`config.mk`:
```
export PLATFORM = sky130hd
export DESIGN_NAME = sgd_data_regs
export DESIGN_NICKNAME = d
export VERILOG_FILES = /design/src/rtl/sgd_pkg.sv /design/src/rtl/sgd_lock_reg.sv /design/src/rtl/sgd_data_regs.sv
export VERILOG_INCLUDE_DIRS = /design/src /design/src/rtl
export SDC_FILE = /design/constraint.sdc
export NUM_CORES = 1
export LEC_CHECK = 0
export BUFFER_PORTS_ARGS = -buffer_cell sky130_fd_sc_hd__buf_4
export CAP_MARGIN = 40
export CORE_MARGIN = 4
export CORE_UTILIZATION = 47
export CTS_CLUSTER_SIZE = 20
export DETAILED_ROUTE_END_ITERATION = 8
export PLACE_DENSITY_LB_ADDON = 0.08
export SETUP_SLACK_MARGIN = 0.5
export SLEW_MARGIN = 20
export SYNTH_ARGS = -nofsm -noshare
export SYNTH_HDL_FRONTEND = slang
export SYNTH_SLANG_ARGS = --single-unit
```
`constraint.sdc`:
```
create_clock -name clk -period 1.35 [get_ports clk]
set_input_delay 0.27 -clock clk [delete_from_list [all_inputs] [get_ports clk]]
set_output_delay 0.27 -clock clk [all_outputs]
set_load 0.005 [all_outputs]
```
`src/rtl/sgd_cfg.svh`:
```
`ifndef SGD_CFG_SVH
`define SGD_CFG_SVH

// bus and pin group widths
`define SGD_ADDR_W          8
`define SGD_DATA_W          8
`define SGD_BIDIR_N         6
`define SGD_OUTONLY_N       2
`define SGD_EVENT_N         2
`define SGD_INONLY_N        2

// data registers
`define SGD_OFF_BIDIR_DOUT  8'h08
`define SGD_OFF_BIDIR_DIN   8'h09
`define SGD_OFF_OUT_DOUT    8'h0A
`define SGD_OFF_MISC_DIN    8'h0B

// per-pin configuration registers
`define SGD_OFF_BIDIR_OE    8'h20
`define SGD_OFF_BIDIR_OTYPE 8'h21
`define SGD_OFF_BIDIR_PU    8'h22
`define SGD_OFF_BIDIR_LOCK  8'h23
`define SGD_OFF_OUT_OE      8'h24
`define SGD_OFF_OUT_OTYPE   8'h25
`define SGD_OFF_OUT_PU      8'h26
`define SGD_OFF_OUT_LOCK    8'h27

// reset values
`define SGD_RST_BIDIR_DOUT  6'h3F
`define SGD_RST_OUT_DOUT    2'h3
`define SGD_RST_BIDIR_OE    6'h00
`define SGD_RST_BIDIR_OTYPE 6'h00
`define SGD_RST_BIDIR_PU    6'h3F
`define SGD_RST_OUT_OE      2'h3
`define SGD_RST_OUT_OTYPE   2'h0
`define SGD_RST_OUT_PU      2'h3

// field positions inside the input registers
`define SGD_BIDIR_DIN_LSB   0
`define SGD_EVENT_DIN_LSB   6
`define SGD_OUT_DIN_LSB     0
`define SGD_INONLY_DIN_LSB  2

`endif

```
`src/rtl/sgd_pkg.sv`:
```
package sgd_pkg;

`include "sgd_cfg.svh"

    typedef logic [`SGD_ADDR_W-1:0] sgd_addr_t;
    typedef logic [`SGD_DATA_W-1:0] sgd_data_t;

    // one register bus request
    typedef struct packed {
        sgd_addr_t addr;
        sgd_data_t wdata;
        logic      wr;
        logic      rd;
    } sgd_bus_s;

    // drive of the bidirectional pin group
    typedef struct packed {
        logic [`SGD_BIDIR_N-1:0] o;
        logic [`SGD_BIDIR_N-1:0] oe;
        logic [`SGD_BIDIR_N-1:0] pu;
    } sgd_bidir_drv_s;

    // drive of the output-only pin group
    typedef struct packed {
        logic [`SGD_OUTONLY_N-1:0] o;
        logic [`SGD_OUTONLY_N-1:0] oe;
        logic [`SGD_OUTONLY_N-1:0] pu;
    } sgd_out_drv_s;

    typedef enum {
        SGD_REG_NONE,
        SGD_REG_BIDIR_DOUT,
        SGD_REG_BIDIR_DIN,
        SGD_REG_OUT_DOUT,
        SGD_REG_MISC_DIN,
        SGD_REG_BIDIR_OE,
        SGD_REG_BIDIR_OTYPE,
        SGD_REG_BIDIR_PU,
        SGD_REG_BIDIR_LOCK,
        SGD_REG_OUT_OE,
        SGD_REG_OUT_OTYPE,
        SGD_REG_OUT_PU,
        SGD_REG_OUT_LOCK
    } sgd_reg_e;

endpackage

```
`src/rtl/sgd_lock_reg.sv`:
```
`timescale 1ns/1ps

// bank of per-pin bits that a lock freezes against writes and soft preset
module sgd_lock_reg #(
    parameter int              W   = 6,
    parameter logic [W-1:0]    RST = '0
) (
    input  wire logic          clk,
    input  wire logic          rstn,
    input  wire logic          sw_rst,
    input  wire logic          wr_en,
    input  wire logic [W-1:0]  wdata,
    input  wire logic [W-1:0]  lock,
    output logic      [W-1:0]  q
);

    logic [W-1:0] q_r;
    logic [W-1:0] load_nxt;
    logic         upd;

    // soft reset outranks a write in the same cycle
    assign load_nxt = sw_rst ? RST : wdata;
    assign upd      = sw_rst | wr_en;

    always_ff @(posedge clk or negedge rstn) begin
        if (!rstn) begin
            q_r <= RST;
        end else if (upd) begin
            // locked bits hold, unlocked bits take the new value
            q_r <= (q_r & lock) | (load_nxt & ~lock);
        end
    end

    assign q = q_r;

endmodule

```
`src/rtl/sgd_data_regs.sv`:
```
// Implementation choice: the plain strobed port.
`timescale 1ns/1ps
`include "sgd_cfg.svh"

module sgd_data_regs (
    input  wire logic                            clk,
    input  wire logic                            rstn,
    input  wire logic                            sw_rst,
    input  wire sgd_pkg::sgd_bus_s               bus,
    output logic      [`SGD_DATA_W-1:0]          rdata,
    input  wire logic [`SGD_BIDIR_N-1:0]         bidir_pin_i,
    output sgd_pkg::sgd_bidir_drv_s              bidir_pin,
    input  wire logic [`SGD_EVENT_N-1:0]         event_pin_i,
    input  wire logic [`SGD_OUTONLY_N-1:0]       out_pin_i,
    output sgd_pkg::sgd_out_drv_s                out_pin,
    input  wire logic [`SGD_INONLY_N-1:0]        inonly_pin_i
);
    import sgd_pkg::*;

    localparam int BN = `SGD_BIDIR_N;
    localparam int ON = `SGD_OUTONLY_N;

    sgd_reg_e             wsel;
    sgd_reg_e             rsel;
    sgd_data_t            rd_mux;
    sgd_data_t            rdata_r;

    logic [BN-1:0]        bidir_lock_r;
    logic [ON-1:0]        out_lock_r;

    logic [BN-1:0]        bidir_dout;
    logic [BN-1:0]        bidir_oe;
    logic [BN-1:0]        bidir_otype;
    logic [BN-1:0]        bidir_pu;
    logic [ON-1:0]        out_dout;
    logic [ON-1:0]        out_otype;
    logic [ON-1:0]        out_pu;
    logic [ON-1:0]        out_oe;

    sgd_data_t            bidir_din;
    sgd_data_t            misc_din;

    // address to register, shared by the write and the read path
    function automatic sgd_reg_e sgd_decode(input sgd_addr_t a);
        sgd_reg_e r;
        r = SGD_REG_NONE;
        case (a)
            `SGD_OFF_BIDIR_DOUT:  r = SGD_REG_BIDIR_DOUT;
            `SGD_OFF_BIDIR_DIN:   r = SGD_REG_BIDIR_DIN;
            `SGD_OFF_OUT_DOUT:    r = SGD_REG_OUT_DOUT;
            `SGD_OFF_MISC_DIN:    r = SGD_REG_MISC_DIN;
            `SGD_OFF_BIDIR_OE:    r = SGD_REG_BIDIR_OE;
            `SGD_OFF_BIDIR_OTYPE: r = SGD_REG_BIDIR_OTYPE;
            `SGD_OFF_BIDIR_PU:    r = SGD_REG_BIDIR_PU;
            `SGD_OFF_BIDIR_LOCK:  r = SGD_REG_BIDIR_LOCK;
            `SGD_OFF_OUT_OE:      r = SGD_REG_OUT_OE;
            `SGD_OFF_OUT_OTYPE:   r = SGD_REG_OUT_OTYPE;
            `SGD_OFF_OUT_PU:      r = SGD_REG_OUT_PU;
            `SGD_OFF_OUT_LOCK:    r = SGD_REG_OUT_LOCK;
            default:              r = SGD_REG_NONE;
        endcase
        return r;
    endfunction

    // open drain only pulls low, push-pull drives both levels
    function automatic logic sgd_pin_oe(input logic en,
                                        input logic push_pull,
                                        input logic d);
        return en & (push_pull | ~d);
    endfunction

    assign wsel = bus.wr ? sgd_decode(bus.addr) : SGD_REG_NONE;
    assign rsel = bus.rd ? sgd_decode(bus.addr) : SGD_REG_NONE;

    // lock bits: set only, cleared by the power-up reset alone
    // sticky lock
    always_ff @(posedge clk or negedge rstn) begin
        if (!rstn) begin
            bidir_lock_r <= '0;
        end else if (wsel == SGD_REG_BIDIR_LOCK) begin
            bidir_lock_r <= bidir_lock_r | bus.wdata[BN-1:0];
        end
    end

    always_ff @(posedge clk or negedge rstn) begin
        if (!rstn) begin
            out_lock_r <= '0;
        end else if (wsel == SGD_REG_OUT_LOCK) begin
            out_lock_r <= out_lock_r | bus.wdata[ON-1:0];
        end
    end

    sgd_lock_reg #(
        .W     (BN),
        .RST   (`SGD_RST_BIDIR_DOUT)
    ) u_bidir_dout (
        .clk   (clk),
        .rstn  (rstn),
        .sw_rst(sw_rst),
        .wr_en (wsel == SGD_REG_BIDIR_DOUT),
        .wdata (bus.wdata[BN-1:0]),
        .lock  (bidir_lock_r),
        .q     (bidir_dout)
    );

    sgd_lock_reg #(
        .W     (ON),
        .RST   (`SGD_RST_OUT_DOUT)
    ) u_out_dout (
        .clk   (clk),
        .rstn  (rstn),
        .sw_rst(sw_rst),
        .wr_en (wsel == SGD_REG_OUT_DOUT),
        .wdata (bus.wdata[ON-1:0]),
        .lock  (out_lock_r),
        .q     (out_dout)
    );

    sgd_lock_reg #(
        .W     (BN),
        .RST   (`SGD_RST_BIDIR_OE)
    ) u_bidir_oe (
        .clk   (clk),
        .rstn  (rstn),
        .sw_rst(sw_rst),
        .wr_en (wsel == SGD_REG_BIDIR_OE),
        .wdata (bus.wdata[BN-1:0]),
        .lock  (bidir_lock_r),
        .q     (bidir_oe)
    );

    sgd_lock_reg #(
        .W     (BN),
        .RST   (`SGD_RST_BIDIR_OTYPE)
    ) u_bidir_otype (
        .clk   (clk),
        .rstn  (rstn),
        .sw_rst(sw_rst),
        .wr_en (wsel == SGD_REG_BIDIR_OTYPE),
        .wdata (bus.wdata[BN-1:0]),
        .lock  (bidir_lock_r),
        .q     (bidir_otype)
    );

    sgd_lock_reg #(
        .W     (BN),
        .RST   (`SGD_RST_BIDIR_PU)
    ) u_bidir_pu (
        .clk   (clk),
        .rstn  (rstn),
        .sw_rst(sw_rst),
        .wr_en (wsel == SGD_REG_BIDIR_PU),
        .wdata (bus.wdata[BN-1:0]),
        .lock  (bidir_lock_r),
        .q     (bidir_pu)
    );

    sgd_lock_reg #(
        .W     (ON),
        .RST   (`SGD_RST_OUT_OTYPE)
    ) u_out_otype (
        .clk   (clk),
        .rstn  (rstn),
        .sw_rst(sw_rst),
        .wr_en (wsel == SGD_REG_OUT_OTYPE),
        .wdata (bus.wdata[ON-1:0]),
        .lock  (out_lock_r),
        .q     (out_otype)
    );

    sgd_lock_reg #(
        .W     (ON),
        .RST   (`SGD_RST_OUT_PU)
    ) u_out_pu (
        .clk   (clk),
        .rstn  (rstn),
        .sw_rst(sw_rst),
        .wr_en (wsel == SGD_REG_OUT_PU),
        .wdata (bus.wdata[ON-1:0]),
        .lock  (out_lock_r),
        .q     (out_pu)
    );

    assign out_oe = `SGD_RST_OUT_OE;

    // pin drivers, one slice per pin
    genvar g;
    generate
        for (g = 0; g < BN; g++) begin : g_bidir
            assign bidir_pin.o[g]  = bidir_dout[g];
            assign bidir_pin.oe[g] = sgd_pin_oe(bidir_oe[g],
                                                bidir_otype[g],
                                                bidir_dout[g]);
            assign bidir_pin.pu[g] = bidir_pu[g];
        end
        for (g = 0; g < ON; g++) begin : g_out
            assign out_pin.o[g]  = out_dout[g];
            assign out_pin.oe[g] = sgd_pin_oe(out_oe[g],
                                              out_otype[g],
                                              out_dout[g]);
            assign out_pin.pu[g] = out_pu[g];
        end
    endgenerate

    // live pin levels, sampled only when the read is taken
    // pin map
    always_comb begin
        bidir_din = '0;
        bidir_din[`SGD_BIDIR_DIN_LSB +: BN] = bidir_pin_i;
        bidir_din[`SGD_EVENT_DIN_LSB +: `SGD_EVENT_N] = event_pin_i;
    end

    always_comb begin
        misc_din = '0;
        misc_din[`SGD_OUT_DIN_LSB +: ON] = out_pin_i;
        misc_din[`SGD_INONLY_DIN_LSB +: `SGD_INONLY_N] = inonly_pin_i;
    end

    always_comb begin
        rd_mux = '0;
        case (rsel)
            SGD_REG_BIDIR_DOUT:  rd_mux[BN-1:0] = bidir_dout;
            SGD_REG_BIDIR_DIN:   rd_mux = bidir_din;
            SGD_REG_OUT_DOUT:    rd_mux[ON-1:0] = out_dout;
            SGD_REG_MISC_DIN:    rd_mux = misc_din;
            SGD_REG_BIDIR_OE:    rd_mux[BN-1:0] = bidir_oe;
            SGD_REG_BIDIR_OTYPE: rd_mux[BN-1:0] = bidir_otype;
            SGD_REG_BIDIR_PU:    rd_mux[BN-1:0] = bidir_pu;
            SGD_REG_BIDIR_LOCK:  rd_mux[BN-1:0] = bidir_lock_r;
            SGD_REG_OUT_OE:      rd_mux[ON-1:0] = out_oe;
            SGD_REG_OUT_OTYPE:   rd_mux[ON-1:0] = out_otype;
            SGD_REG_OUT_PU:      rd_mux[ON-1:0] = out_pu;
            SGD_REG_OUT_LOCK:    rd_mux[ON-1:0] = out_lock_r;
            default:             rd_mux = '0;
        endcase
    end

    // read data valid only in the cycle after the strobe, zero otherwise
    // input writes inert
    always_ff @(posedge clk or negedge rstn) begin
        if (!rstn) begin
            rdata_r <= '0;
        end else begin
            rdata_r <= rd_mux;
        end
    end

    assign rdata = rdata_r;

endmodule

```
Word-level counts from Yosys, hierarchy flattened. Cells that the tools add are included.

Bitwise logic cells: 51. Mux-type cells: 10. Equal/unequal tests: 33.

Operator list (count): 32-bit by 4-bit == test with 1-bit output, second input constant (8); 32-bit by 3-bit == test with 1-bit output, second input constant (5); 32-bit by 5-bit == test with 1-bit output, second input constant (4); 32-bit by 2-bit == test with 1-bit output, second input constant (3); 8-bit by 6-bit == test with 1-bit output, second input constant (8); 32-bit two-way mux (2); 4-bit case mux with 12 select lines (1); 6-bit bitwise AND (6); 32-bit by 1-bit == test with 1-bit output, second input constant (1); 8-bit by 4-bit == test with 1-bit output, second input constant (4); 6-bit bitwise OR (5); 4-bit case mux with 7 select lines (1); 2-bit case mux with 12 select lines (1); 1-bit bitwise OR (15); 6-bit two-way mux (2); 2-bit bitwise AND (5); 1-bit NOT (8); 2-bit bitwise OR (4); 1-bit bitwise AND (6); 2-bit two-way mux (3); 6-bit NOT (1); 2-bit NOT (1).

Logic and storage cells: 104. Register bits after elaboration: 46. Output and inout port bits: 32.

Logic depth before layout (Yosys ltp). Gate-level depths: netlist of the first run.

Word-level depth: 5. Gate-level depth with buffers: 7.

Modules after synthesis. From an unflattened synthesis of the first run, not the netlist that was laid out.

Cells, all modules: 295. Area total of the unflattened synthesis: 2835.2 µm².

Modules (own cells, without submodules): sgd_data_regs (times used 1, cells an instance 137, area each 1163.6 µm²); sgd_lock_reg at u_bidir_dout ... (times used 2, cells an instance 32, area each 351.6 µm²); sgd_lock_reg at u_bidir_oe ... (times used 2, cells an instance 32, area each 319.1 µm²); sgd_lock_reg at u_out_dout ... (times used 2, cells an instance 10, area each 115.1 µm²); sgd_lock_reg at u_out_otype (times used 1, cells an instance 10, area each 100.1 µm²).

Worst setup path before layout of the first run. No wires, ideal clock.

Kind: input-to-reg. Start point: in bus[14] (netlist bit). End point: reg (tool-made name). Path buffers: 1. Data arrival time: 1.430 ns. Cell stages on the path: 6. Required time: 1.267 ns. Setup slack: -0.163 ns. Path through: or3_4 -> nor2_8 -> nand3_4 -> buf_6 -> and2_0 -> o32a_1.

RTL lines: start: declaration (RTL line sgd_data_regs.sv:9) `input wire sgd_pkg::sgd_bus_s bus,`.

==> results.yml, run 1 <==
outcome:
  outcome: "finished, violations left"
  failed_checks: "hold timing, setup timing"
logic_synthesis:
  yosysSeqAreaShare_pct: 41.9
  yosys_warnings: 0
  synth_seq_cells: 46
  syn_area_um2: 2800
  synth_edf_count: 0
  avgSynthCellArea_um2: 9.45
  syn_inst: 296
  netlist-cell-type-count: 55
  async_flop_share_pct: 100
  ys.flop_type: "dfrtp_1"
  syn_nets: 329
place:
  dp.final_hpwl_um: 6100
  io_buffers: 62
  gp_congestion: 0.960
  pre_cts_slack_ns: -0.386
  place_area_um2: 3760
  dp_cells: 466
power_and_ir_drop:
  p_int_uw: 2200
  power.share.clock_pct: 36.0
  p_seq_share_pct: 46.8
  swShare_pct: 26.0
  p_switching_uw: 774
  ir_worst_vdd_mv: 0.484
  p_comb_share_pct: 17.3
  p_per_area_nw_per_um2: 632
  p_leak_uw: 0.00237
cells_and_area:
  fillers: 331
  diodes: 0
  fin_nets: 471
  design_area_um2: 4710
  area_growth_pct: 68.5
  final_cells: 511
  drive_above_1_share_pct: 58.1
detailed_routing:
  dr_wl_met2_um: 5110
  ant_nets: 0
  wl_met1_um: 4190
  drc_errors: 0
  wirelength_um: 10100
  dr.pass1.iters: 5
  wl_per_cell_um: 19.8
  top_layer: "met4"
  drt-vias-per-instance: 5.83
  num_vias: 2980
  met3_length_um: 543
  drt_iter0_markers: 246
grt:
  grtUsageTotal_pct: 26.5
  grt_pass1_vias: 3018
  grt_max_degree: 47
  antenna_found_initial: 0
  grt_pass1_wl_um: 15200
  grt_overflow: 0
clock_network:
  clk-insertion-delay-late_ns: 0.30
  clock-sinks: 46
  cts_made_buffers: 5
  htree_levels: 2
  tritoncts: "built"
  clk_pin_slew_worst_paths_ns: 0.09
  cts-root-buf: "clkbuf_8"
  clk_path_buf_depth: 2
worst_setup_path:
  rrSetupSlack_ns: -0.02
  crit-reg2reg-capture: "rdata[1]"
  cpLargestDelayFamily: "simple AND/OR/NAND/NOR gates"
  worstPathRequired_ns: 1.53
  reg2reg_depth: 4
  cp.arrival_ns: 1.61
  cp_num_buf_inv: 3
  startpoint_type: "input pin"
  path_depth: 8
  startpoint: "bus[17]"
  path_cells: "buf_8, or3_4, nor2_8, buf_12, nand4_4, buf_6, mux2i_1, o21ai_1"
  end_kind: "register"
  worstPathMaxFanout: 4
  worst_path_largest_cell_delay_ns: 0.43
  critPathKind: "in -> reg"
  crit_slowest_cell: "or3_4"
sta:
  timing.hold.ws_ns: -0.0451
  fin_tns_setup_ns: -0.579
  relSlewSlack_pct: 60.4
  finalSetupViolations: 20
  hold_viol: 30
  drv_slew: 0
  rsz0062_at_grt: "true"
  fin_worst_skew_ns: 0.00582
  fin_crit_sh_pct: 106
  worst_slew_pin_slew_ns: 0.594
  finalCriticalPeriod_ns: 1.44
  setup_ws_ns: -0.0858
  max_freq_mhz: 696
floorplanning:
  dieHeight_um: 85.2
  initial_core_util_pct: 49.6
  core_area_um2: 5640
  ios: 65
  dieArea_um2: 7250
  die_w_um: 85.2
  rows: 27
job:
  drv_cap: 0
hold_path:
  hp-class: "in -> async"
## stage by stage
stage                     total power [uW]  util, %
after CTS                             2940     80.0
after global placement                1790     66.6
final                                 2980     83.5
after floorplan                       1580        -
after global routing                  3060     83.5
after detailed placement              1790     66.6
## power groups by stage
stage / sequential (uW) / clock [uW] / combinational [uW]
after floorplan: 1420 / 0 / 164
after global placement: 1420 / 0 / 377
after detailed placement: 1420 / 0 / 378
after CTS: 1390 / 1080 / 472
after global routing: 1390 / 1120 / 543
final: 1390 / 1070 / 514
## repair_timing
item,4_1_cts,5_1_grt
endpoints found under the hold margin,27,0
endpoints found under the setup margin,78,78
gates resized for setup,115,36
cloned,2,0
pin swaps,44,16
setup buffers,27,8
## layer usage
| layer | up-vias | track usage, % |
|---|---|---|
| li1 | 1362 | - |
| met1 | 1463 | 35.8 |
| met2 | 128 | 43.9 |
| met3 | 27 | 3.59 |
| met4 | 0 | 8.78 |
| met5 | - | 0 |
## placed cells by master, fill, tap and decap left out, types with 3 or more instances in the layout
cell type,count
and3_4,4
o22a_1,5
clkbuf_8,5
inv_1,18
o21ai_1,14
nand3_4,4
a21o_1,4
a22oi_1,3
nor2_1,13
and2_4,4
o21ai_2,5
nor2b_1,9
nand2_2,10
a2bb2oi_2,3
buf_8,4
a21boi_2,6
o32a_1,6
buf_4,84
mux2i_1,17
nand2_4,3
mux2_4,6
dfrtp_1,30
o22ai_1,7
a21oi_1,4
buf_12,4
o21ai_0,3
nor2_4,3
buf_6,57
dfstp_2,16
nand2_1,22
nand3_1,3
## area by class of cell
| class | count | area [um^2] | area share, % |
|---|---|---|---|
| clock buffers | 5 | 68.8 | 1.46 |
| inverters | 18 | 67.6 | 1.43 |
| multi-input cells | 217 | 1830 | 38.8 |
| flip-flops and latches | 46 | 1170 | 24.8 |
| well taps | 72 | 90.1 | 1.91 |
| clock inverters | 3 | 43.8 | 0.929 |
| repair buffers | 150 | 1450 | 30.7 |
## Yosys cell counts, types with 4 or more instances
master	n	area [um^2]
dfstp_2	16	420
buf_2	7	35.0
mux2i_1	19	190
a21oi_1	6	30.0
o21ai_0	22	110
o22a_1	5	43.8
a21o_1	4	30.0
nor2b_1	11	68.8
inv_1	18	67.6
nand2_1	35	131
a21boi_0	7	52.6
dfrtp_1	30	751
nand3_1	7	35.0
clkbuf_1	6	22.5
and2_0	5	31.3
mux2_2	7	78.8
and3_1	5	31.3
nor2_1	17	63.8
o22ai_1	7	43.8
o32a_1	6	60.1
## worst min-delay path by stage
stage | end | start | cells past startpoint
finish | rdata[6] | rstn | 1
global route | rdata[6] | rstn | 1
CTS | rdata[5] | rstn | 1
detailed placement | rdata[6] | rstn | 1
global placement | rdata[7] | rstn | 1
floorplan | asynchronous set/reset pin | rstn | 0
## cells by family (layout without fill, tap and decap cells)
family / count (synthesis) / count (layout) / synth area share, %
mux: 26 / 26 / 9.62
flops: 46 / 46 / 41.9
compound gates: 85 / 85 / 22.0
buf+inv: 34 / 176 / 5.55
simple gates: 105 / 106 / 20.9
Note: power is estimated with default switching activity, not from simulation.
==> run 2, diff against run 1 <==
Settings changed: ABC_AREA set to 0, CORE_MARGIN 4 to unset.
==> run 2 against run 1 <==
The run still ends with hold timing, setup timing left. Critical path type unchanged. Critical path depth shrank 1. Register-to-register slack gained 0.08 ns. Count of clock-buffer cells in the layout up 1. Sequential share of layout area increased by 1.0 points. Largest cell class unchanged. Sequential power about the same. Clock power is 20% lower. Combinational power shrank 7.2%. Sequential cell count unchanged. Worst setup slack better by 0.0024 ns.
==> results.yml, run 2 (synthesized netlist as in run 1, its figures left out) <==
power_and_ir_drop:
  p_comb_share_pct: 17.5
  p_seq_share_pct: 51.1
  p_int_uw: 1980
  swShare_pct: 27.3
  power.share.clock_pct: 31.5
  ir_worst_vdd_mv: 0.466
  p_per_area_nw_per_um2: 601
  p_leak_uw: 0.00227
  p_switching_uw: 745
clock_network:
  htree_levels: 2
  clk_path_buf_depth: 2
  cts_made_buffers: 5
  tritoncts: "built"
  clk-insertion-delay-late_ns: 0.30
  clock-sinks: 46
  clk_pin_slew_worst_paths_ns: 0.09
  cts-root-buf: "clkbuf_8"
cells_and_area:
  area_growth_pct: 62.1
  fillers: 327
  mostFrequentLayoutCell: "buf_4"
  drive_above_1_share_pct: 57.9
  final_cells: 502
  mostFrequentLayoutCells: "86 x buf_4, 51 x buf_6, 29 x dfrtp_1"
  diodes: 0
  fin_nets: 462
  design_area_um2: 4530
sta:
  max_freq_mhz: 698
  setup_ws_ns: -0.0834
  hold_viol: 30
  relSlewSlack_pct: 60.0
  finalCriticalPeriod_ns: 1.43
  rsz0062_at_grt: "true"
  drv_slew: 0
  worst_slew_pin_slew_ns: 0.600
  fin_crit_sh_pct: 106
  fin_worst_skew_ns: 0.00449
  timing.hold.ws_ns: -0.0416
  finalSetupViolations: 24
detailed_routing:
  ant_nets: 0
  num_vias: 2958
  wl_per_cell_um: 18.4
  drt-vias-per-instance: 5.89
  drc_errors: 0
  dr.pass1.iters: 5
  wirelength_um: 9240
  drt_iter0_markers: 214
worst_setup_path:
  worst_path_largest_cell_delay_ns: 0.43
  crit_slowest_cell: "or3_4"
  worstPathMaxFanout: 5
  worstPathRequired_ns: 1.53
  end_kind: "register"
  cp_num_buf_inv: 2
  cp.arrival_ns: 1.61
  critPathKind: "in -> reg"
  path_cells: "buf_8, or3_4, nor2_8, nand4_4, buf_6, mux2i_1, o21ai_1"
  cpLargestDelayFamily: "simple AND/OR/NAND/NOR gates"
  startpoint_type: "input pin"
floorplanning:
  rows: 27
  dieHeight_um: 79.2
  dieArea_um2: 6260
  die_w_um: 79.2
  ios: 65
  initial_core_util_pct: 49.9
  core_area_um2: 5610
grt:
  grt_pass1_wl_um: 14400
  grtUsageTotal_pct: 30.6
  antenna_found_initial: 0
  grt_overflow: 0
  grt_pass1_vias: 2823
  grt_max_degree: 47
job:
  drv_cap: 0
outcome:
  failed_checks: "hold timing, setup timing"
  outcome: "finished, violations left"
place:
  io_buffers: 62
  gp_congestion: 0.893
  dp.final_hpwl_um: 5870
  pre_cts_slack_ns: -0.342
  place_area_um2: 3680
  dp_cells: 458
hold_path:
  hp-class: "in -> async"
-- run 2: path summary, 6_finish.rpt --
path	start	slack, ns	cells past startpoint	to
max	bus[17]	-0.08	7	register
min	rstn	-0.04	1	asynchronous set/reset pin
max reg2reg	register	0.06	4	rdata[1]
min reg2reg	register	0.53	2	register
max in group asynchronous	rstn	0.95	1	bidir_lock_r[4]
min in group clk	bus[7]	0.18	3	bidir_lock_r[5]
-- run 2: timing repair --
action / in CTS / in global routing
gates resized for setup: 108 / 36
pin swaps: 51 / 15
buffers inserted: 27 / 6
cloned: 3 / 0
endpoints found under the hold margin: 30 / 0
endpoints found under the setup margin: 78 / 78
-- run 2: stage by stage --
step | total power, uW | TNS (ns) | hold slack, ns | utilization (%)
floorplan | 1580 | -3.01 | -0.0256 | -
global placement | 1780 | -10.79 | 0.321 | 65.7
detailed placement | 1790 | -11.66 | 0.316 | 65.7
CTS | 2710 | -0.152 | -0.0119 | 77.9
global route | 2830 | -1.44 | 0.00623 | 80.9
finish | 2730 | -0.878 | -0.0416 | 80.9
-- run 2: power by group through the flow --
stage               sequential (uW)  combinational [uW]  clock (uW)
finish                         1390                 477         858
global route                   1390                 502         937
CTS                            1390                 451         870
detailed placement             1420                 368           0
global placement               1420                 365           0
floorplan                      1420                 164           0
-- run 2: per-layer routing --
metal  vias up  wire length (um)  GRT usage (%)
li1       1344                 -              -
met1      1469              4020           41.3
met2       129              4530           52.0
met3        16               575           4.14
met4         0               118           6.73
met5         -                 0              0
-- run 2: cell type report --
cell class | count | area, um^2 | share of cell area (%)
clock inverters | 2 | 13.8 | 0.304
multi-input cells | 217 | 1830 | 40.3
well taps | 72 | 90.1 | 1.99
clock buffers | 6 | 72.6 | 1.60
inverters | 18 | 67.6 | 1.49
repair buffers | 141 | 1290 | 28.4
flip-flops and latches | 46 | 1170 | 25.9
